$ cat src/common/nic_pkg.sv
// Purpose: constants shared by the interrupt controller files
// Assumes: 32-bit AXI4-Lite data, byte addresses, one word per register
// Notes:   flag bit positions, register offsets and reset values
`default_nettype none

package nic_pkg;

	localparam int NIC_ADDR_W = 8;
	localparam int NIC_DATA_W = 32;
	localparam int NIC_FLAG_W = 7;

	// register byte offsets
	localparam logic [7:0] NIC_OFS_FLAGS_PRI  = 8'h00;
	localparam logic [7:0] NIC_OFS_FLAGS_SEC  = 8'h04;
	localparam logic [7:0] NIC_OFS_EN_PRI     = 8'h08;
	localparam logic [7:0] NIC_OFS_EN_SEC     = 8'h0c;
	localparam logic [7:0] NIC_OFS_STATUS_ONE = 8'h10;
	localparam logic [7:0] NIC_OFS_PIN_CTRL   = 8'h14;
	localparam logic [7:0] NIC_OFS_EVT_STAT   = 8'h18;
	localparam logic [7:0] NIC_OFS_EVT_MASK   = 8'h1c;

	// flag register write selector and primary flag positions
	localparam int NIC_SETCLR_BIT   = 7;
	localparam int NIC_P_TX_DONE    = 0;
	localparam int NIC_P_RX_END     = 1;
	localparam int NIC_P_CMD_IDLE   = 2;
	localparam int NIC_P_FIFO_HI    = 3;
	localparam int NIC_P_FIFO_LO    = 4;
	localparam int NIC_P_RX_ERR     = 5;
	localparam int NIC_P_RX_SOF     = 6;

	// secondary flag positions
	localparam int NIC_S_TIMER0     = 0;
	localparam int NIC_S_TIMERS     = 4;
	localparam int NIC_S_CARD       = 4;
	localparam int NIC_S_ANY_SOURCE = 6;

	// status one, pin control and bus event fields
	localparam int NIC_ST_IRQ       = 0;
	localparam int NIC_PC_ENABLE    = 0;
	localparam int NIC_PC_ACT_LOW   = 1;
	localparam int NIC_EV_BAD_WR    = 0;
	localparam int NIC_EV_BAD_RD    = 1;
	localparam int NIC_EV_PENDING   = 2;
	localparam int NIC_EV_W         = 3;

	// reset values
	localparam logic [6:0] NIC_FLAGS_RST    = 7'h00;
	localparam logic [7:0] NIC_EN_RST       = 8'h00;
	localparam logic [1:0] NIC_PIN_CTRL_RST = 2'h0;
	localparam logic [2:0] NIC_EVT_MASK_RST = 3'h0;

	localparam logic [1:0] NIC_RESP_OKAY   = 2'h0;
	localparam logic [1:0] NIC_RESP_SLVERR = 2'h2;

endpackage : nic_pkg

`default_nettype wire

$ cat src/hw/nic_flag_bank.sv
// Purpose: one seven-bit interrupt flag register with set/clear writes
// Assumes: write pulse lasts one cycle, hardware set lines are levels
// Notes:   hardware set wins over a software clear in the same cycle
`default_nettype none

module nic_flag_bank
	import nic_pkg::*;
#(
	parameter int W = NIC_FLAG_W
) (
	input  wire logic         aclk,
	input  wire logic         aresetn,
	input  wire logic         wr_en,
	input  wire logic [7:0]   wr_data,
	input  wire logic [W-1:0] hw_set,
	output logic      [W-1:0] flags
);

	typedef struct packed {
		logic [W-1:0] flags;
	} nic_bank_s;

	nic_bank_s s_q;
	nic_bank_s s_d;

	always_comb begin
		s_d = s_q;
		if (wr_en) begin
			if (wr_data[NIC_SETCLR_BIT]) begin
				s_d.flags = s_q.flags | wr_data[W-1:0];
			end else begin
				s_d.flags = s_q.flags & ~wr_data[W-1:0];
			end
		end
		s_d.flags = s_d.flags | hw_set;
	end

	always_ff @(posedge aclk) begin
		if (!aresetn) begin
			s_q.flags <= W'(NIC_FLAGS_RST);
		end else begin
			s_q <= s_d;
		end
	end

	assign flags = s_q.flags;

endmodule // nic_flag_bank

`default_nettype wire

$ cat src/hw/nic_irq_ctrl.sv
// Purpose: interrupt controller of a contactless reader frontend
// Assumes: event inputs synchronous to aclk, AXI4-Lite register access
// Notes:   flag registers read bit 7 as zero
//
// What this block does
// two 7-bit flag registers, each with its own 8-bit enable register
// bit 7 of a flag write chooses set or clear of bits 0 to 6
// software can raise any flag and clear any pending flag by writing
// each flag reaches the interrupt only if its enable bit is one
// pending event sets status irq bit; pin follows only when activated
// timer underflows set the four timer flags of the second register
// bit 7 high sets written ones, low clears them, zeros keep
// global flag set while any other flag is set and enabled
// transmit done set when transmitter enters end-of-frame pattern
// idle flag set when a command completes and goes idle
// error flag set while any receive error bit is set
//
// The address map and the AXI4-Lite register port were decided locally.
`default_nettype none

module nic_irq_ctrl
	import nic_pkg::*;
(
	input  wire logic                  aclk,
	input  wire logic                  aresetn,

	input  wire logic [NIC_ADDR_W-1:0] s_axi_awaddr,
	input  wire logic                  s_axi_awvalid,
	output logic                       s_axi_awready,
	input  wire logic [NIC_DATA_W-1:0] s_axi_wdata,
	input  wire logic [3:0]            s_axi_wstrb,
	input  wire logic                  s_axi_wvalid,
	output logic                       s_axi_wready,
	output logic [1:0]                 s_axi_bresp,
	output logic                       s_axi_bvalid,
	input  wire logic                  s_axi_bready,
	input  wire logic [NIC_ADDR_W-1:0] s_axi_araddr,
	input  wire logic                  s_axi_arvalid,
	output logic                       s_axi_arready,
	output logic [NIC_DATA_W-1:0]      s_axi_rdata,
	output logic [1:0]                 s_axi_rresp,
	output logic                       s_axi_rvalid,
	input  wire logic                  s_axi_rready,

	input  wire logic                  tx_eof_pattern,
	input  wire logic                  rx_end,
	input  wire logic                  cmd_busy,
	input  wire logic                  fifo_hi_alert,
	input  wire logic                  fifo_lo_alert,
	input  wire logic [7:0]            uart_error,
	input  wire logic                  rx_sof,
	input  wire logic [3:0]            timer_underflow,
	input  wire logic                  card_detected,

	output logic                       irq_req
);

	typedef struct packed {
		logic                  aw_have;
		logic [NIC_ADDR_W-1:0] aw_addr;
		logic                  w_have;
		logic [NIC_DATA_W-1:0] w_data;
		logic [3:0]            w_strb;
		logic                  bvalid;
		logic [1:0]            bresp;
		logic                  rvalid;
		logic [NIC_DATA_W-1:0] rdata;
		logic [1:0]            rresp;
		logic [7:0]            en_pri;
		logic [7:0]            en_sec;
		logic [1:0]            pin_ctrl;
		logic [NIC_EV_W-1:0]   evt;
		logic [NIC_EV_W-1:0]   evt_mask;
		logic                  tx_eof_q;
		logic                  cmd_busy_q;
		logic                  pending_q;
		logic                  irq;
	} nic_main_s;

	nic_main_s s_q;
	nic_main_s s_d;

	logic [NIC_FLAG_W-1:0] flags_pri;
	logic [NIC_FLAG_W-1:0] flags_sec;
	logic [NIC_FLAG_W-1:0] set_pri;
	logic [NIC_FLAG_W-1:0] set_sec;
	logic                  commit;
	logic                  wr_lane0;
	logic                  wr_flags_pri;
	logic                  wr_flags_sec;
	logic                  rd_take;
	logic                  any_enabled;
	logic                  pending;
	logic [NIC_EV_W-1:0]   evt_new;
	logic [NIC_EV_W-1:0]   evt_clr;
	logic [7:0]            rd_byte;
	logic                  rd_ok;
	logic                  wr_ok;

	// a write is carried out once address and data are both held
	assign commit   = s_q.aw_have & s_q.w_have & ~s_q.bvalid;
	assign wr_lane0 = commit & s_q.w_strb[0];
	assign rd_take  = s_axi_arvalid & ~s_q.rvalid;

	assign wr_flags_pri = wr_lane0 &
		(s_q.aw_addr == NIC_OFS_FLAGS_PRI);
	assign wr_flags_sec = wr_lane0 &
		(s_q.aw_addr == NIC_OFS_FLAGS_SEC);

	// hardware event sources of the primary register
	always_comb begin
		set_pri = '0;
		set_pri[NIC_P_TX_DONE]  = tx_eof_pattern & ~s_q.tx_eof_q;
		set_pri[NIC_P_RX_END]   = rx_end;
		set_pri[NIC_P_CMD_IDLE] = s_q.cmd_busy_q & ~cmd_busy;
		set_pri[NIC_P_FIFO_HI]  = fifo_hi_alert;
		set_pri[NIC_P_FIFO_LO]  = fifo_lo_alert;
		set_pri[NIC_P_RX_ERR]   = |uart_error;
		set_pri[NIC_P_RX_SOF]   = rx_sof;
	end

	// enabled sources, global flag excluded from its own term
	assign any_enabled =
		|(flags_pri & s_q.en_pri[NIC_FLAG_W-1:0]) |
		|(flags_sec[NIC_S_ANY_SOURCE-1:0] &
		  s_q.en_sec[NIC_S_ANY_SOURCE-1:0]);

	// hardware event sources of the secondary register
	always_comb begin
		set_sec = '0;
		set_sec[NIC_S_TIMER0 +: NIC_S_TIMERS] = timer_underflow;
		set_sec[NIC_S_CARD] = card_detected;
		set_sec[NIC_S_ANY_SOURCE] = any_enabled;
	end

	nic_flag_bank #(
		.W (NIC_FLAG_W)
	) u_flags_pri (
		.aclk    (aclk),
		.aresetn (aresetn),
		.wr_en   (wr_flags_pri),
		.wr_data (s_q.w_data[7:0]),
		.hw_set  (set_pri),
		.flags   (flags_pri)
	);

	nic_flag_bank #(
		.W (NIC_FLAG_W)
	) u_flags_sec (
		.aclk    (aclk),
		.aresetn (aresetn),
		.wr_en   (wr_flags_sec),
		.wr_data (s_q.w_data[7:0]),
		.hw_set  (set_sec),
		.flags   (flags_sec)
	);

	// pending means the global flag is set and enabled
	assign pending = flags_sec[NIC_S_ANY_SOURCE] &
		s_q.en_sec[NIC_S_ANY_SOURCE];

	// read mux, bit 7 of flag registers reads zero
	always_comb begin
		rd_byte = 8'h00;
		rd_ok   = 1'b1;
		unique case (s_axi_araddr)
			NIC_OFS_FLAGS_PRI:  rd_byte = {1'b0, flags_pri};
			NIC_OFS_FLAGS_SEC:  rd_byte = {1'b0, flags_sec};
			NIC_OFS_EN_PRI:     rd_byte = s_q.en_pri;
			NIC_OFS_EN_SEC:     rd_byte = s_q.en_sec;
			NIC_OFS_STATUS_ONE: rd_byte[NIC_ST_IRQ] = pending;
			NIC_OFS_PIN_CTRL:   rd_byte = {6'h00, s_q.pin_ctrl};
			NIC_OFS_EVT_STAT:   rd_byte = {5'h00, s_q.evt};
			NIC_OFS_EVT_MASK:   rd_byte = {5'h00, s_q.evt_mask};
			default:            rd_ok   = 1'b0;
		endcase
	end

	always_comb begin
		unique case (s_q.aw_addr)
			NIC_OFS_FLAGS_PRI, NIC_OFS_FLAGS_SEC,
			NIC_OFS_EN_PRI, NIC_OFS_EN_SEC,
			NIC_OFS_STATUS_ONE, NIC_OFS_PIN_CTRL,
			NIC_OFS_EVT_STAT, NIC_OFS_EVT_MASK: wr_ok = 1'b1;
			default:                            wr_ok = 1'b0;
		endcase
	end

	// bus event status: set by hardware, cleared by reading it
	always_comb begin
		evt_new = '0;
		evt_new[NIC_EV_BAD_WR]  = commit & ~wr_ok;
		evt_new[NIC_EV_BAD_RD]  = rd_take & ~rd_ok;
		evt_new[NIC_EV_PENDING] = pending & ~s_q.pending_q;
		evt_clr = '0;
		if (rd_take && s_axi_araddr == NIC_OFS_EVT_STAT) begin
			evt_clr = '1;
		end
	end

	always_comb begin
		s_d = s_q;
		s_d.tx_eof_q   = tx_eof_pattern;
		s_d.cmd_busy_q = cmd_busy;
		s_d.pending_q  = pending;

		// write address and data may come in either order
		if (s_axi_awvalid && s_axi_awready) begin
			s_d.aw_have = 1'b1;
			s_d.aw_addr = s_axi_awaddr;
		end
		if (s_axi_wvalid && s_axi_wready) begin
			s_d.w_have = 1'b1;
			s_d.w_data = s_axi_wdata;
			s_d.w_strb = s_axi_wstrb;
		end

		if (commit) begin
			s_d.aw_have = 1'b0;
			s_d.w_have  = 1'b0;
			s_d.bvalid  = 1'b1;
			s_d.bresp   = wr_ok ? NIC_RESP_OKAY : NIC_RESP_SLVERR;
			if (s_q.w_strb[0]) begin
				unique case (s_q.aw_addr)
					NIC_OFS_EN_PRI:
						s_d.en_pri = s_q.w_data[7:0];
					NIC_OFS_EN_SEC:
						s_d.en_sec = s_q.w_data[7:0];
					NIC_OFS_PIN_CTRL:
						s_d.pin_ctrl = s_q.w_data[1:0];
					NIC_OFS_EVT_MASK:
						s_d.evt_mask = s_q.w_data[NIC_EV_W-1:0];
					default: ;
				endcase
			end
		end else if (s_q.bvalid && s_axi_bready) begin
			s_d.bvalid = 1'b0;
		end

		if (rd_take) begin
			s_d.rvalid = 1'b1;
			s_d.rdata  = {24'h000000, rd_byte};
			s_d.rresp  = rd_ok ? NIC_RESP_OKAY : NIC_RESP_SLVERR;
		end else if (s_q.rvalid && s_axi_rready) begin
			s_d.rvalid = 1'b0;
		end

		// set wins over the read clear
		s_d.evt = (s_q.evt & ~evt_clr) | evt_new;

		// pending drives the pin only when activated, masked bus events always; polarity selectable
		s_d.irq = ((pending & s_q.pin_ctrl[NIC_PC_ENABLE]) |
			|(s_d.evt & s_q.evt_mask)) ^
			s_q.pin_ctrl[NIC_PC_ACT_LOW];
	end

	always_ff @(posedge aclk) begin
		if (!aresetn) begin
			s_q.aw_have    <= 1'b0;
			s_q.aw_addr    <= '0;
			s_q.w_have     <= 1'b0;
			s_q.w_data     <= '0;
			s_q.w_strb     <= 4'h0;
			s_q.bvalid     <= 1'b0;
			s_q.bresp      <= NIC_RESP_OKAY;
			s_q.rvalid     <= 1'b0;
			s_q.rdata      <= '0;
			s_q.rresp      <= NIC_RESP_OKAY;
			s_q.en_pri     <= NIC_EN_RST;
			s_q.en_sec     <= NIC_EN_RST;
			s_q.pin_ctrl   <= NIC_PIN_CTRL_RST;
			s_q.evt        <= '0;
			s_q.evt_mask   <= NIC_EVT_MASK_RST;
			s_q.tx_eof_q   <= 1'b0;
			s_q.cmd_busy_q <= 1'b0;
			s_q.pending_q  <= 1'b0;
			s_q.irq        <= 1'b0;
		end else begin
			s_q <= s_d;
		end
	end

	assign s_axi_awready = ~s_q.aw_have & ~s_q.bvalid;
	assign s_axi_wready  = ~s_q.w_have & ~s_q.bvalid;
	assign s_axi_bvalid  = s_q.bvalid;
	assign s_axi_bresp   = s_q.bresp;
	assign s_axi_arready = ~s_q.rvalid;
	assign s_axi_rvalid  = s_q.rvalid;
	assign s_axi_rdata   = s_q.rdata;
	assign s_axi_rresp   = s_q.rresp;
	assign irq_req       = s_q.irq;

endmodule // nic_irq_ctrl

`default_nettype wire

$ cat config.mk
export PLATFORM = sky130hd
export DESIGN_NAME = nic_irq_ctrl
export DESIGN_NICKNAME = d
export VERILOG_FILES = /design/src/common/nic_pkg.sv /design/src/hw/nic_flag_bank.sv /design/src/hw/nic_irq_ctrl.sv
export SDC_FILE = /design/constraint.sdc
export NUM_CORES = 1
export LEC_CHECK = 0
export BUFFER_PORTS_ARGS = -buffer_cell sky130_fd_sc_hd__buf_4
export CORE_MARGIN = 2
export CORE_UTILIZATION = 50
export CTS_BUF_LIST = sky130_fd_sc_hd__clkbuf_16
export CTS_CLUSTER_SIZE = 8
export DETAILED_ROUTE_END_ITERATION = 16
export PLACE_DENSITY_LB_ADDON = 0.05
export SLEW_MARGIN = 20
export SYNTH_ARGS = -nofsm -noshare
export SYNTH_HDL_FRONTEND = slang
export SYNTH_SLANG_ARGS = --single-unit
$ cat constraint.sdc
create_clock -name aclk -period 2.8 [get_ports aclk]
set_input_delay 0.14 -clock aclk [delete_from_list [all_inputs] [get_ports aclk]]
set_output_delay 0.14 -clock aclk [all_outputs]
set_load 0.01 [all_outputs]
==> results of run 1 <==
[cell type report]
class	count	area share [%]
Timing Repair Buffer	69	12.2
Clock buffer	9	5.30
Clock inverter	6	2.50
Inverter	9	0.794
Multi-Input combinational cell	294	41.6
Sequential cell	74	34.8
Tap cell	96	2.82
[worst max-delay path: stages, from the launching register on]
cell and delay, ns:
dfxtp_1 0.32, or4b_1 0.54, nor4_1 0.28, and3b_1 0.56
a211oi_1 0.16, a311oi_1 0.27
[registers in the layout, indices dropped and copies added, names as in the netlist, named ones only]
name	cells
s_axi_bvalid	1
s_axi_rvalid	1
s_q	46
s_axi_rresp	1
irq_req	1
u_flags_pri.flags	7
s_axi_rdata	8
u_flags_sec.flags	6
s_axi_bresp	1
[cell families after synthesis]
kind of cell    Yosys count  synth area share [%]
other cells               1                 0.106
flops                    74                  41.7
compound gates           86                  15.7
simple gates            160                  22.2
mux                      22                  9.13
buf+inv                  68                  11.1
[worst paths after layout]
path	start	to	slack (ns)
max	s_q[108]$_SDFFE_PN0P_	u_flags_sec.flags[2]$_SDFF_PN0_	0.57
min reg2reg	s_q[104]$_SDFFE_PN0P_	s_q[104]$_SDFFE_PN0P_	0.46
min	tx_eof_pattern	s_q[3]$_SDFF_PN0_	0.02
max reg2reg	s_q[108]$_SDFFE_PN0P_	u_flags_sec.flags[2]$_SDFF_PN0_	0.57
[metrics by stage]
| stage | total power [mW] | cells | instance area, um^2 |
|---|---|---|---|
| finish | 2.67 | 557 | 4250 |
| global route | 2.77 | 557 | 4250 |
| CTS | 2.69 | 557 | 4250 |
| detailed placement | 1.40 | 542 | 3920 |
| global placement | 1.40 | 542 | 3920 |
| floorplan | 1.32 | 436 | 3640 |
[power breakdown]
| part | internal, mW | switching, mW |
|---|---|---|
| sequential | 1.09 | 0.0503 |
| combinational | 0.114 | 0.120 |
| clock | 0.862 | 0.429 |
| total | 2.07 | 0.600 |
[per-layer routing]
| metal | global-route usage, % | wire [um] | vias up |
|---|---|---|---|
| met5 | 0 | 0 | - |
| li1 | - | - | 1469 |
| met4 | 10.5 | 146 | 0 |
| met1 | 29.5 | 3670 | 1342 |
| met2 | 34.4 | 3690 | 122 |
| met3 | 5.13 | 627 | 16 |
[synth_stat cells (all sizes together)]
library cell  number  area share (%)
and3               3            0.56
a211oi             6             1.3
conb               1            0.11
or4b               1            0.28
nor3b              1            0.35
clkbuf            19             2.0
buf               40             8.1
nor2              29             3.1
nor4               4            0.70
nand3              4            0.56
nand2b             6             1.1
dfxtp             74              42
mux2               3            0.95
or3                1            0.18
nand3b             3            0.63
inv                9            0.95
a21bo              1            0.28
a222oi             1            0.28
a311oi             5             1.2
mux4               8             5.1
o21ai              3            0.42
a22oi             12             2.5
nor3               5            0.70
a2111oi            1            0.78
a31oi              2            0.35
nand2             81             8.6
o211ai             1            0.21
o22a               1            0.25
or2                1            0.18
a32oi              1            0.25
o21a               1            0.21
a21oi             47             6.6
nor2b              2            0.35
a22o               1            0.25
and3b              1            0.25
o2bb2ai            1            0.42
o22ai              2            0.35
and4bb             7             2.5
and2               8             1.4
or4                3            0.85
mux2i             11             3.1
==> flow_metrics.env, run 1 <==
export IMPL_status="completed"
export IMPL_finalCritPeriodShare_pct=79.5
export IMPL_num_rows=30
export IMPL_final_util_pct=62.3
export IMPL_yosysUniqueCellTypes=46
export IMPL_post_cts_buffers=0
export IMPL_final_max_slew_viol_count=0
export IMPL_seq_area_um2=1480
export IMPL_synth_seq_cells=74
export IMPL_synth_cell_area_um2=3550
export IMPL_period_needed_ns=2.23
export IMPL_fillCellCount=629
export IMPL_leakagePower_nw=1.69
export IMPL_finalHoldWorstSlack_ns=0.0200
export IMPL_die_h_um=88.3
export IMPL_hold_viol_final=0
export IMPL_antenna_found_initial=0
export IMPL_drt_iter0_markers=191
export IMPL_cap_viol_max_count=0
export IMPL_setup_viol_count_final=0
export IMPL_syn2layout_area_growth_pct=19.8
export IMPL_arrival_ns=2.46
export IMPL_num_vias=2949
export IMPL_track_usage_pct=22.2
export IMPL_final_setup_worst_slack_ns=0.573
export IMPL_yosysSeqAreaShare_pct=41.7
export IMPL_cts_resized=0
export IMPL_clock_path_buffers=2
export IMPL_wl_per_cell_um=14.6
export IMPL_p_per_area_nw_per_um2=628
export IMPL_n_antenna_cell=0
export IMPL_post_route_drc_count=0
export IMPL_rsz0062_at_grt="no"
export IMPL_place_gp_congestion=0.809
export IMPL_fin_skew_ns=0.00456
export IMPL_cts_tree="built"
export IMPL_avgSynthCellArea_um2=8.64
export IMPL_cts_hold_buf=0
export IMPL_fin_tns_setup_ns=0
export IMPL_dieArea_um2=7790
export IMPL_drtAntennaViolNets=0
export IMPL_grt_first_pass_wirelength_um=13300
export IMPL_layout_common_cells="nand2_1 (81), dfxtp_1 (74), buf_4 (69), a21oi_1 (47), nor2_1 (29)"
export IMPL_rr_worst_depth=5
export IMPL_finalNetCount=535
export IMPL_worstPathMaxFanout=14
export IMPL_vias_per_cell=5.29
export IMPL_min_path_type="input pin to flip-flop"
export IMPL_clk_latency_ns=0.33
export IMPL_root_buffer="clkbuf_16"
export IMPL_coreArea_um2=6830
export IMPL_htreeDepth=3
export IMPL_critPathKind="flip-flop to flip-flop"
export IMPL_clk_pin_slew_ns=0.06
export IMPL_grt_pass1_vias=2803
export IMPL_hold_depth=2
export IMPL_end_kind="flip-flop"
export IMPL_synthCells=411
export IMPL_initial_core_util_pct=52.0
export IMPL_ys_warn_count=0
export IMPL_tightest_slew_ns=0.798
export IMPL_overflow=0
export IMPL_max_freq_mhz=449
export IMPL_vdd_drop_max_v=0.000400
export IMPL_die_x_um=88.3
export IMPL_multi_input_area_um2=1770
export IMPL_ios=120
export IMPL_routed_wl_um=8140
export IMPL_start_kind="flip-flop"
export IMPL_dpl_worst_slack_ns=0.598
export IMPL_grt_max_degree=67
export IMPL_first_pass_iters=5
export IMPL_relSlewSlack_pct=46.3
export IMPL_clock_sinks=74
export IMPL_place_port_buffers=66
export IMPL_mostFrequentLayoutCell="nand2_1"
export IMPL_cts_inserted_buffers=9
export IMPL_hpwl_um=5530
export IMPL_crit_required_ns=3.03
export IMPL_drive_above_1_share_pct=23.6
Note: power is estimated with default switching activity, not from simulation.
==> run 2: changes to the inputs <==
==> constraint.sdc (replaced) <==
create_clock -name aclk -period 2.2 [get_ports aclk]
set_input_delay 0.11 -clock aclk [delete_from_list [all_inputs] [get_ports aclk]]
set_output_delay 0.11 -clock aclk [all_outputs]
set_load 0.01 [all_outputs]
==> run 2 against run 1 <==
Against the previous run: via count is 1.1% higher; critical path type unchanged; fmax increased by 8.2%; sequential power grew 27%; critical endpoint is now s_q[10]$_SDFFE_PN0P_; non-clock buffer count grew 8; hold slack got worse by 0.0032 ns; core utilization grew 0.95 points; clock power is 19% higher; worst setup slack worse by 0.43 ns; first-iteration DRC count grew 10%; register-to-register slack got worse by 0.43 ns.
==> flow_metrics.env, run 2 (same netlist as run 1, synthesis figures left out) <==
export IMPL_status="completed"
export IMPL_p_per_area_nw_per_um2=764
export IMPL_layout_common_cells="nand2_1 (81), dfxtp_1 (74), buf_4 (74), a21oi_1 (47), nor2_1 (29)"
export IMPL_track_usage_pct=21.3
export IMPL_tightest_slew_ns=0.694
export IMPL_regMostFlops="s_q"
export IMPL_power_frac_seq_pct=44.0
export IMPL_syn2layout_area_growth_pct=21.6
export IMPL_intPower_mw=2.53
export IMPL_coreArea_um2=6830
export IMPL_htreeDepth=3
export IMPL_leakagePower_nw=1.72
export IMPL_post_route_drc_count=0
export IMPL_power_mw=3.30
export IMPL_drive_above_1_share_pct=25.1
export IMPL_mostFrequentLayoutCell="nand2_1"
export IMPL_period_needed_ns=2.06
export IMPL_clk_latency_ns=0.33
export IMPL_routed_wl_um=7830
export IMPL_finalNetCount=543
export IMPL_relSlewSlack_pct=53.8
export IMPL_swShare_pct=23.3
export IMPL_overflow=0
export IMPL_ios=120
export IMPL_max_freq_mhz=486
export IMPL_cts_inserted_buffers=9
export IMPL_grt_max_degree=67
export IMPL_largest_register_ffs=46
export IMPL_place_gp_congestion=0.815
export IMPL_clk_pin_slew_ns=0.06
export IMPL_finalCritPeriodShare_pct=93.5
export IMPL_dieArea_um2=7790
export IMPL_arrival_ns=2.25
export IMPL_hpwl_um=5510
export IMPL_hold_viol_final=0
export IMPL_place_port_buffers=66
export IMPL_crit_required_ns=2.39
export IMPL_drt_iter0_markers=211
export IMPL_die_x_um=88.3
export IMPL_vias_per_cell=5.27
export IMPL_num_rows=30
export IMPL_setup_viol_count_final=0
export IMPL_wl_per_cell_um=13.8
export IMPL_power_switching_mw=0.769
export IMPL_critPathKind="flip-flop to flip-flop"
export IMPL_num_vias=2982
export IMPL_first_pass_iters=4
export IMPL_root_buffer="clkbuf_16"
export IMPL_fin_skew_ns=0.00596
export IMPL_clock_sinks=74
export IMPL_fin_tns_setup_ns=0
export IMPL_n_antenna_cell=0
export IMPL_vdd_drop_max_v=0.000407
export IMPL_p_clk_share_pct=46.8
export IMPL_worstPathMaxFanout=5
export IMPL_min_path_type="input pin to flip-flop"
export IMPL_antenna_found_initial=0
export IMPL_grt_first_pass_wirelength_um=12900
export IMPL_initial_core_util_pct=52.0
export IMPL_cap_viol_max_count=0
export IMPL_cts_tree="built"
export IMPL_combPwrFrac_pct=9.2
export IMPL_grt_pass1_vias=2699
export IMPL_start_kind="flip-flop"
export IMPL_rsz0062_at_grt="no"
export IMPL_die_h_um=88.3
export IMPL_end_kind="flip-flop"
export IMPL_final_max_slew_viol_count=0
export IMPL_clock_path_buffers=2
export IMPL_drtAntennaViolNets=0
## run 2: cell type report
type | instances | area (um^2)
Fill cell | 639 | 2510
Multi-Input combinational cell | 294 | 1770
Sequential cell | 74 | 1480
Timing Repair Buffer | 77 | 596
Clock buffer | 9 | 225
Tap cell | 96 | 120
Clock inverter | 7 | 93.8
Inverter | 9 | 33.8
## run 2: final timing paths
kind	from	to	slack (ns)	cells past startpoint
max	s_q[108]$_SDFFE_PN0P_	s_q[10]$_SDFFE_PN0P_	0.14	5
min	fifo_lo_alert	u_flags_pri.flags[4]$_SDFF_PN0_	0.02	3
max reg2reg	s_q[108]$_SDFFE_PN0P_	s_q[10]$_SDFFE_PN0P_	0.14	5
min reg2reg	s_q[103]$_SDFFE_PN0P_	s_q[103]$_SDFFE_PN0P_	0.45	2
## run 2: per-stage QoR
stage | util (%) | hold WS (ns) | instances | area, um^2 | worst slack, ns
global placement | 58.0 | 0.318 | 546 | 3960 | 0.129
CTS | 63.0 | 0.00773 | 564 | 4300 | 0.127
finish | 63.2 | 0.0168 | 566 | 4320 | 0.142
detailed placement | 58.0 | 0.327 | 546 | 3960 | 0.105
floorplan | - | 0.232 | 436 | 3640 | 0.262
global route | 63.2 | 0.0205 | 566 | 4320 | 0.00688
## run 2: what timing repair did
action,4_1_cts,5_1_grt
buffers inserted,0,2
endpoints found under the hold margin,2,0
gates resized for setup,0,0
hold buffers,2,0
setup endpoints to repair,0,1
## run 2: power groups by stage
stage	logic (mW)	registers, mW	clock network, mW
after floorplan	0.229	1.45	0
after global placement	0.299	1.48	0
after detailed placement	0.302	1.48	0
after CTS	0.306	1.45	1.57
after global routing	0.340	1.46	1.62
final	0.304	1.45	1.54
## run 2: critical path: stages (launching register included)
cell     delay [ns]
dfxtp_1        0.31
or4b_1         0.54
or4_1          0.51
nor3b_2        0.29
mux2i_1        0.21
nor2_1         0.05
## run 2: per-layer routing
metal | routed length, um | up-vias | GRT usage [%]
met5 | 0 | - | 0
li1 | - | 1485 | -
met1 | 3520 | 1376 | 29.4
met2 | 3620 | 110 | 33.4
met4 | 127 | 0 | 8.26
met3 | 571 | 11 | 4.01
